==> config.mk <==
export PLATFORM = sky130hd
export DESIGN_NAME = itb_core
export DESIGN_NICKNAME = d
export VERILOG_FILES = /design/src/itb_pkg.sv /design/src/itb_cond_eval.sv /design/src/itb_core.sv
export SDC_FILE = /design/constraint.sdc
export NUM_CORES = 1
export LEC_CHECK = 0
export BUFFER_PORTS_ARGS = -buffer_cell sky130_fd_sc_hd__buf_2
export CORE_MARGIN = 2
export CORE_UTILIZATION = 40
export DETAILED_ROUTE_END_ITERATION = 10
export PLACE_DENSITY = 0.68
export SYNTH_ARGS = -nofsm -noshare
export SYNTH_HDL_FRONTEND = slang
export SYNTH_SLANG_ARGS = --single-unit
==> constraint.sdc <==
create_clock -name clock_i -period 3.45 [get_ports clock_i]
set_clock_uncertainty 0.05 [all_clocks]
set_input_delay 0.69 -clock clock_i [delete_from_list [all_inputs] [get_ports clock_i]]
set_output_delay 0.69 -clock clock_i [all_outputs]
set_load 0.005 [all_outputs]
==> src/itb_pkg.sv <==
// package for the if-then conditional block: encodings, state layout, carriers
`default_nettype none
package itb_pkg;
    localparam int          ITB_MAX_SLOTS   = 4;
    localparam logic [3:0]  ITB_COND_ALWAYS = 4'hE;
    localparam logic [7:0]  ITB_STATE_RST   = 8'h00;
    localparam int          ITB_MASK_LSB    = 0;
    localparam int          ITB_COND_LSB    = 4;

    // instruction classes presented by the decode stage
    typedef enum logic [3:0] {
        ITB_CLS_PLAIN      = 4'h0,
        ITB_CLS_IF_THEN    = 4'h1,
        ITB_CLS_BREAKPOINT = 4'h2,
        ITB_CLS_CMP_BRANCH = 4'h3,
        ITB_CLS_MASK_CHG   = 4'h4,
        ITB_CLS_PC_WRITE   = 4'h5
    } itb_cls_t;

    // instruction as seen by the block
    typedef struct packed {
        itb_cls_t   cls;
        logic [3:0] it_cond;    // base condition of an if-then
        logic [3:0] it_mask;    // selector/length mask of an if-then
    } itb_instr_t;

    // flags used for condition evaluation
    typedef struct packed {
        logic n;
        logic z;
        logic c;
        logic v;
    } itb_flags_t;
endpackage : itb_pkg
`default_nettype wire

==> src/itb_cond_eval.sv <==
// condition-code evaluator for one four-bit condition against the flags
`timescale 1ns/100ps
`default_nettype none
module itb_cond_eval
    import itb_pkg::*;
(
    input  wire logic [3:0]         cond_i,   // condition code
    input  wire itb_pkg::itb_flags_t flags_i, // current flags
    output logic                    pass_o    // condition holds
);
    logic base;
    // even codes test, odd codes invert the same test; 4'hE and 4'hF both always pass
    always_comb begin
        case (cond_i[3:1])
            3'h0:    base = flags_i.z;
            3'h1:    base = flags_i.c;
            3'h2:    base = flags_i.n;
            3'h3:    base = flags_i.v;
            3'h4:    base = flags_i.c & ~flags_i.z;
            3'h5:    base = (flags_i.n == flags_i.v);
            3'h6:    base = ~flags_i.z & (flags_i.n == flags_i.v);
            default: base = 1'b1;
        endcase
    end
    assign pass_o = (cond_i == 4'hF) ? 1'b1 : (base ^ (cond_i[0] & (cond_i[3:1] != 3'h7)));
endmodule : itb_cond_eval
`default_nettype wire

==> src/itb_core.sv <==
// if-then execution-state tracker: slot conditions, breakpoint, exception save/restore
`timescale 1ns/100ps
`default_nettype none
module itb_core
    import itb_pkg::*;
(
    input  wire logic                clock_i,      // core clock, 25 MHz
    input  wire logic                rst_i,        // async reset, active high
    input  wire logic                issue_i,      // one instruction completes this cycle
    input  wire itb_pkg::itb_instr_t instr_i,      // the completing instruction
    input  wire itb_pkg::itb_flags_t flags_i,      // flags for condition checks
    input  wire logic                exc_entry_i,  // exception taken before next instruction
    input  wire logic                exc_return_i, // exception return restores state
    input  wire logic [7:0]          ret_state_i,  // state read from stacked status
    output logic                     in_block_o,   // a block is in progress
    output logic                     execute_o,    // issued instruction takes effect
    output logic [3:0]               slot_cond_o,  // condition of the current slot
    output logic [7:0]               state_o,      // live execution state
    output logic [7:0]               saved_state_o,// state captured at exception entry
    output logic                     misuse_o      // disallowed instruction in a block, or always if-then with an else slot
);
    import itb_pkg::*;

    // state layout: [7:4] slot condition, [3:0] mask; mask zero means outside a block
    logic [7:0] state_r;
    logic [7:0] state_nxt;
    logic [7:0] saved_r;
    logic       misuse_r;
    logic       misuse_nxt;

    wire [3:0] cur_cond = state_r[ITB_COND_LSB +: 4];
    wire [3:0] cur_mask = state_r[ITB_MASK_LSB +: 4];
    wire       active   = (cur_mask != 4'h0);
    wire       is_it    = (instr_i.cls == ITB_CLS_IF_THEN);
    wire       is_breakpoint_instruction  = (instr_i.cls == ITB_CLS_BREAKPOINT);
    wire       cond_ok;

    // slot condition evaluated against the flags
    itb_cond_eval u_eval (
        .cond_i  (cur_cond),
        .flags_i (flags_i),
        .pass_o  (cond_ok)
    );

    // last slot when only the terminating one bit remains
    wire       last_slot = (cur_mask[2:0] == 3'h0);
    // shift: next selector bit replaces the condition low bit
    wire [7:0] adv_state = last_slot ? ITB_STATE_RST
                                     : {cur_cond[3:1], cur_mask[3], cur_mask[2:0], 1'b0};
    // new block: selector mask with trailing one marks length 1..4
    wire [7:0] new_state = {instr_i.it_cond, instr_i.it_mask};

    // instructions that must not sit inside a block (software duty, flagged only)
    wire bad_cls = is_it | (instr_i.cls == ITB_CLS_CMP_BRANCH)
                 | (instr_i.cls == ITB_CLS_MASK_CHG);
    wire bad_pc  = (instr_i.cls == ITB_CLS_PC_WRITE) & ~last_slot;
    // always condition with an else selector: any mask one above the trailing one
    wire [3:0] mask_less = instr_i.it_mask - 4'h1;
    wire bad_al  = is_it & (instr_i.it_cond == ITB_COND_ALWAYS)
                 & ((instr_i.it_mask & mask_less) != 4'h0);

    // next-state selection; exception entry clears the live state for the handler, return wins over entry
    always_comb begin
        state_nxt  = state_r;
        misuse_nxt = misuse_r;
        if (exc_return_i) begin
            state_nxt = ret_state_i;
        end else if (exc_entry_i) begin
            state_nxt = ITB_STATE_RST;
        end else if (issue_i) begin
            if (active) begin
                state_nxt  = adv_state;
                misuse_nxt = misuse_r | bad_cls | bad_pc;
            end else if (is_it && instr_i.it_mask != 4'h0) begin
                state_nxt  = new_state;
                misuse_nxt = misuse_r | bad_al;
            end
        end
    end

    // state and capture registers; entry snapshot is what gets stacked
    always_ff @(posedge clock_i or posedge rst_i) begin
        if (rst_i) begin
            state_r  <= ITB_STATE_RST;
            saved_r  <= ITB_STATE_RST;
            misuse_r <= 1'b0;
        end else begin
            state_r  <= state_nxt;
            misuse_r <= misuse_nxt;
            if (exc_entry_i && !exc_return_i) begin
                saved_r <= state_r;
            end
        end
    end

    // outside a block all execute; breakpoint always executes
    // the always condition passes every slot, so then-only blocks run unconditionally
    assign execute_o     = ~active | cond_ok | is_breakpoint_instruction;
    assign in_block_o    = active;
    assign slot_cond_o   = active ? cur_cond : ITB_COND_ALWAYS;
    assign state_o       = state_r;
    assign saved_state_o = saved_r;
    assign misuse_o      = misuse_r;
endmodule : itb_core
`default_nettype wire

==> run_results.csv, run 1 <==
group,metric,value,unit
global_route,grt_start_max_net_pins,18,
placed_design,place_congestion,0.771,
clocking,cts_buffers,3,
logic_synthesis,netlist_area,1090,um2
layout,areaGrowthSynthToFinish,28.0,%
clocking,cts_tree,"built",
power,design_power_total,0.577,mW
route,wire_per_inst,14.5,um
logic_synthesis,ys_seq_elements,17,
logic_synthesis,post-synth-top-count-cell,"dfrtp_1",
placed_design,hpwlAfterDp,1.96,mm
setup_path,critPathMaxFanout,9,
route,drtAntennaViolNets,0,
setup_path,crit_path_end_kind,"output port",
clocking,clk_latency,0.29,ns
clocking,cts_setup_buffers,0,
clocking,cts_resized,0,
route,vias_per_cell,5.45,
timing,worst_slew_pin_slew,0.642,ns
setup_path,worstPathRequired,2.71,ns
power,p_per_area,415,nW/um2
setup_path,arrival,1.99,ns
logic_synthesis,synthTopCellsByCount,"dfrtp_1 (17), a21oi_1 (6), mux2_1 (6), mux2_2 (6)",
layout,drive_gt1_frac,0.514,
logic_synthesis,syn-mean-instance-area,11.8,um2
floorplanning,core,2520,um2
setup_path,worst_setup_path_start_kind,"flip-flop",
clocking,clk_pin_slew,0.10,ns
layout,final_util,0.551,
route,drc,0,
route,drtIter0Drc,15,
logic_synthesis,syn_inst,92,
floorplanning,die-height,56.1,um
global_route,grt_pass1_wl,4.28,mm
logic_synthesis,yosys.area.top_type_share,0.392,
clocking,clock_sinks,17,
floorplanning,io_pins,52,
logic_synthesis,ys_types,39,
job,drv_cap,0,
setup_path,path_class,"reg -> out",
placed_design,io_buffers,51,
global_route,grt_overflow,0,
run_status,outcome,"finished, final reports clean",
route,dr.pass1.iters,4,
route,finalWirelength,2.52,mm
clocking,cts-root-buf,"clkbuf_4",
power,vdd_drop_max,0.321,mV
timing,fin_crit,2.73,ns
timing,finalHoldViolCount,0,
clocking,ctsHoldBuffers,0,
floorplanning,dieArea,3150,um2
logic_synthesis,synthFlopType,"dfrtp_1",
global_route,grt_use_total,0.171,
layout,nNetsFinal,174,
clocking,htreeDepth,1,
placed_design,dp.cells,170,
floorplanning,die_x,56.1,um
logic_synthesis,ys_warn_count,0,
clocking,cts_buffer_depth,2,
layout,instances_no_fill,174,
timing,setup_viol,0,
floorplanning,initial_utilization,0.431,
logic_synthesis,ys_top_cells_by_area,"dfrtp_1 (39%), mux2_4 (6.9%), mux2_1 (6.2%), mux2_2 (6.2%), a22o_1 (3.2%)",
route,vias,948,
global_route,grt_pass1_vias,934,
layout,n_antenna_cell,0,
worst_hold_path,hold_path.class,"in -> async",
logic_synthesis,synthesis.nets,121,
logic_synthesis,seq_area_frac_synth,0.392,
logic_synthesis,async_flop_share,1.00,
logic_synthesis,synth_edf_count,0,
timing,timing.final.crit_share,0.790,
logic_synthesis,synth_area_leader_cell,"dfrtp_1",
timing,slew_headroom,0.571,
timing,setup_tns,0,ns
global_route,antenna_found_initial,0,
power,p_leak,0.694,nW
timing,rsz0062_at_grt,"no",
timing,clock.fmax,367,MHz
floorplanning,rows,18,
setup_path,r2r_setup_slack,1.53,ns
timing,drv_slew,0,
## critical path: stages (launching register included)
cell	delay (ns)
dfrtp_1	0.48
or4b_1	0.55
a31oi_1	0.20
mux2_1	0.33
buf_2	0.13
## routing by layer
layer | vias to the layer above | track usage | part of all wire
met4 | 0 | 0.0306 | 0.0052
met3 | 2 | 0.0488 | 0.059
met5 | - | 0 | 0
met1 | 462 | 0.201 | 0.43
li1 | 454 | - | -
met2 | 30 | 0.311 | 0.51
## power by group
group	total, mW	switching, mW	internal [mW]
registers	0.271	0.0362	0.235
clock network	0.108	0.0653	0.0431
logic	0.197	0.0854	0.112
total	0.577	0.187	0.390
## through the flow
| stage | area [um2] | hold WS (ns) | setup slack, ns |
|---|---|---|---|
| 6_report | 1390 | 0.413 | 0.724 |
| 5_1_grt | 1390 | 0.468 | 0.621 |
| 4_1_cts | 1390 | 0.444 | 0.711 |
| 3_5_place_dp | 1360 | 0.427 | 0.786 |
| 3_3_place_gp | 1360 | 0.418 | 0.802 |
| 2_1_floorplan | 1090 | 0.423 | 1.04 |
## cells in the final DEF (no fill, tap or decap), types with 2 or more instances in the layout
cell type and count:
a31oi_1 2, a22o_1 4, dfrtp_1 17, a21oi_1 6
nor2b_1 2, clkbuf_4 3, mux2_1 6, mux2_4 5
buf_2 51, o21ai_0 5, mux2_2 6, nand2b_1 4
or4b_1 2, nor2_1 2, nand2_1 4, mux2i_1 2
## logic make-up after synthesis
kind of cell	Yosys count	synth area share
AO/OA/AOI/OAI	21	0.143
XOR/XNOR	1	0.00807
adder cells (fa/ha/maj)	1	0.00922
buffers and inverters	5	0.0242
flip-flops	17	0.392
multiplexers	20	0.233
AND/OR/NAND/NOR	27	0.191
## sequential cells by signal, indices dropped and copies added (netlist names)
signal	cells
state_o	8
misuse_o	1
saved_state_o	8
## path summary, 6_finish.rpt
kind                                  start               end  cells after the start
setup / recovery                 state_o[5]         execute_o                      4
hold / removal                        rst_i        state_o[3]                      2
setup reg to reg                 state_o[3]        state_o[4]                      5
hold reg to reg            saved_state_o[6]  saved_state_o[6]                      1
max in group asynchronous             rst_i  saved_state_o[1]                      2
min in group clock_i       saved_state_o[6]  saved_state_o[6]                      1
## area by class of cell
type / instances / area (um2)
multi-input cells: 70 / 634
clock inverters: 1 / 5.00
flip-flops and latches: 17 / 425
inverters: 2 / 10.0
clock buffers: 3 / 22.5
repair buffers: 51 / 255
fillers: 243 / 1130
well taps: 30 / 37.5
No activity file was read; power rests on OpenSTA's default activity.
==> run 2: changes to the inputs <==
Settings changed: PLACE_DENSITY 0.68 to 0.7.
Clock period 3.45 ns to 2.25 ns, I/O delays scaled along.
==> run 2 against run 1 <==
  * The run now ends with setup timing left
  * Sequential power rose by 51%
  * Non-clock buffer count grew 4
  * Critical path type unchanged
  * Largest cell class unchanged
  * Clock power is 53% higher
  * Routed wire length grew 1.7%
==> run_results.csv, run 2 (same netlist as run 1, synthesis figures left out) <==
group,metric,value,unit
layout,areaGrowthSynthToFinish,31.0,%
route,drtIter0Drc,16,
global_route,grt_use_total,0.174,
setup_path,path_buf_inv,1,
setup_path,slowest_delay,0.47,ns
timing,timing.final.crit_share,1.04,
power,cellInternalPower,0.616,mW
run_status,violations,"setup timing",
floorplanning,die_x,56.1,um
layout,nNetsFinal,178,
timing,drv_slew,0,
power,vdd_drop_max,0.452,mV
power,p_per_area,635,nW/um2
setup_path,arrival,1.84,ns
timing,fin_crit,2.34,ns
timing,worst_slew_pin_slew,0.656,ns
floorplanning,die-height,56.1,um
layout,regArea,425,um2
global_route,grt_overflow,0,
route,vias_per_cell,5.46,
floorplanning,initial_utilization,0.431,
timing,clock.fmax,427,MHz
setup_path,critPathMaxFanout,3,
power,comb_power_share,0.364,
setup_path,crit_slowest_cell,"or4b_1",
power,power_switching_share,0.318,
clocking,cts_buffers,3,
setup_path,crit_path_end_kind,"output port",
floorplanning,dieArea,3150,um2
run_status,outcome,"complete, but fails checks",
setup_path,crit_path_cell_trace,"or4b_1 -> a31oi_1 -> mux2_1 -> buf_2",
route,finalWirelength,2.57,mm
route,drtAntennaViolNets,0,
layout,final_util,0.564,
clocking,clk_latency,0.29,ns
setup_path,worst_setup_path_start_kind,"flip-flop",
setup_path,r2r-start,"state_o[1]",
global_route,grt_start_max_net_pins,18,
clocking,clk_pin_slew,0.11,ns
power,seq_power_share,0.453,
clocking,htreeDepth,1,
route,dr.pass1.iters,4,
job,drv_cap,0,
layout,layout_common_cells,"buf_2 (51), dfrtp_1 (17), a21oi_1 (6), mux2_1 (6), mux2_2 (6)",
placed_design,placed_area,1390,um2
clocking,cts_tree,"built",
worst_hold_path,hold_path.class,"in -> async",
timing,rsz0062_at_grt,"yes",
setup_path,path_class,"reg -> out",
timing,setup_viol,1,
power,switchingPower,0.287,mW
route,vias,971,
placed_design,hpwlAfterDp,2.03,mm
setup_path,worstPathRequired,1.75,ns
global_route,antenna_found_initial,0,
route,wire_per_inst,14.4,um
global_route,grt_pass1_vias,938,
timing,finalWorstSetupSlack,-0.0933,ns
route,drc,0,
clocking,cts_buffer_depth,2,
placed_design,place_congestion,0.800,
floorplanning,io_pins,52,
setup_path,crit_family,"simple AND/OR/NAND/NOR gates",
floorplanning,rows,18,
placed_design,io_buffers,51,
layout,n_antenna_cell,0,
placed_design,dp.cells,173,
layout,stdcell_area,1420,um2
layout,layout_commonest_cell,"buf_2",
layout,instances_no_fill,178,
timing,finalHoldViolCount,0,
layout,multiInputGateArea,634,um2
power,clkPwrFrac,0.183,
layout,drive_gt1_frac,0.520,
global_route,grt_pass1_wl,4.40,mm
timing,slew_headroom,0.562,
power,p_leak,0.713,nW
layout,n_fill_cell,236,
clocking,clock_sinks,17,
floorplanning,core,2520,um2
setup_path,crit_start,"state_o[6]",
clocking,cts-root-buf,"clkbuf_4",
## run 2: cell types whose count changed in the layout (fill, tap and decap cells not counted), sizes merged
cell	delta
buf	+4
clkbuf	+1
clkinv	-1
## run 2: routing by layer
layer  GRT usage  up-vias  wire [um]
met5           0        -          0
met4      0.0306        0          0
met3      0.0419        0        155
met2       0.299       34       1330
met1       0.225      475       1080
li1            -      462          -
## run 2: worst paths after layout
path / end / slack [ns] / cells after the start
min in group clock_i: misuse_o / 0.38 / 3
max in group asynchronous: saved_state_o[6] / 1.54 / 2
worst min register to register: saved_state_o[6] / 0.45 / 1
worst max register to register: state_o[0] / 0.40 / 5
worst min-delay path: saved_state_o[4] / 0.18 / 2
worst max-delay path: execute_o / -0.09 / 4
## run 2: through the flow
stage | worst slack, ns | hold WS, ns | power, mW | setup TNS [ns]
3_5_place_dp | 0.0671 | 0.428 | 0.743 | 0
3_3_place_gp | 0.0819 | 0.420 | 0.732 | 0
2_1_floorplan | 0.279 | 0.326 | 0.589 | 0
5_1_grt | -0.182 | 0.228 | 0.965 | -0.182
6_report | -0.0933 | 0.182 | 0.903 | -0.0933
4_1_cts | -0.0976 | 0.210 | 0.906 | -0.0976
## run 2: area by class of cell
class                   instances  area share
clock buffers                   4      0.0185
inverters                       2     0.00704
multi-input cells              70       0.446
flip-flops and latches         17       0.299
well taps                      30      0.0264
repair buffers                 55       0.203
## run 2: power by group through the flow
stage          combinational [mW]  sequential [mW]  clock, mW
2_1_floorplan               0.170            0.419          0
3_3_place_gp                0.319            0.412          0
3_5_place_dp                0.327            0.416          0
4_1_cts                     0.328            0.410      0.168
5_1_grt                     0.363            0.420      0.182
6_report                    0.328            0.409      0.165
## run 2: what timing repair did
item	in CTS	in global routing
resized for setup	0	1
hold buffers	0	0
pin swaps	2	2
buffers inserted	0	1
setup endpoints to repair	1	2
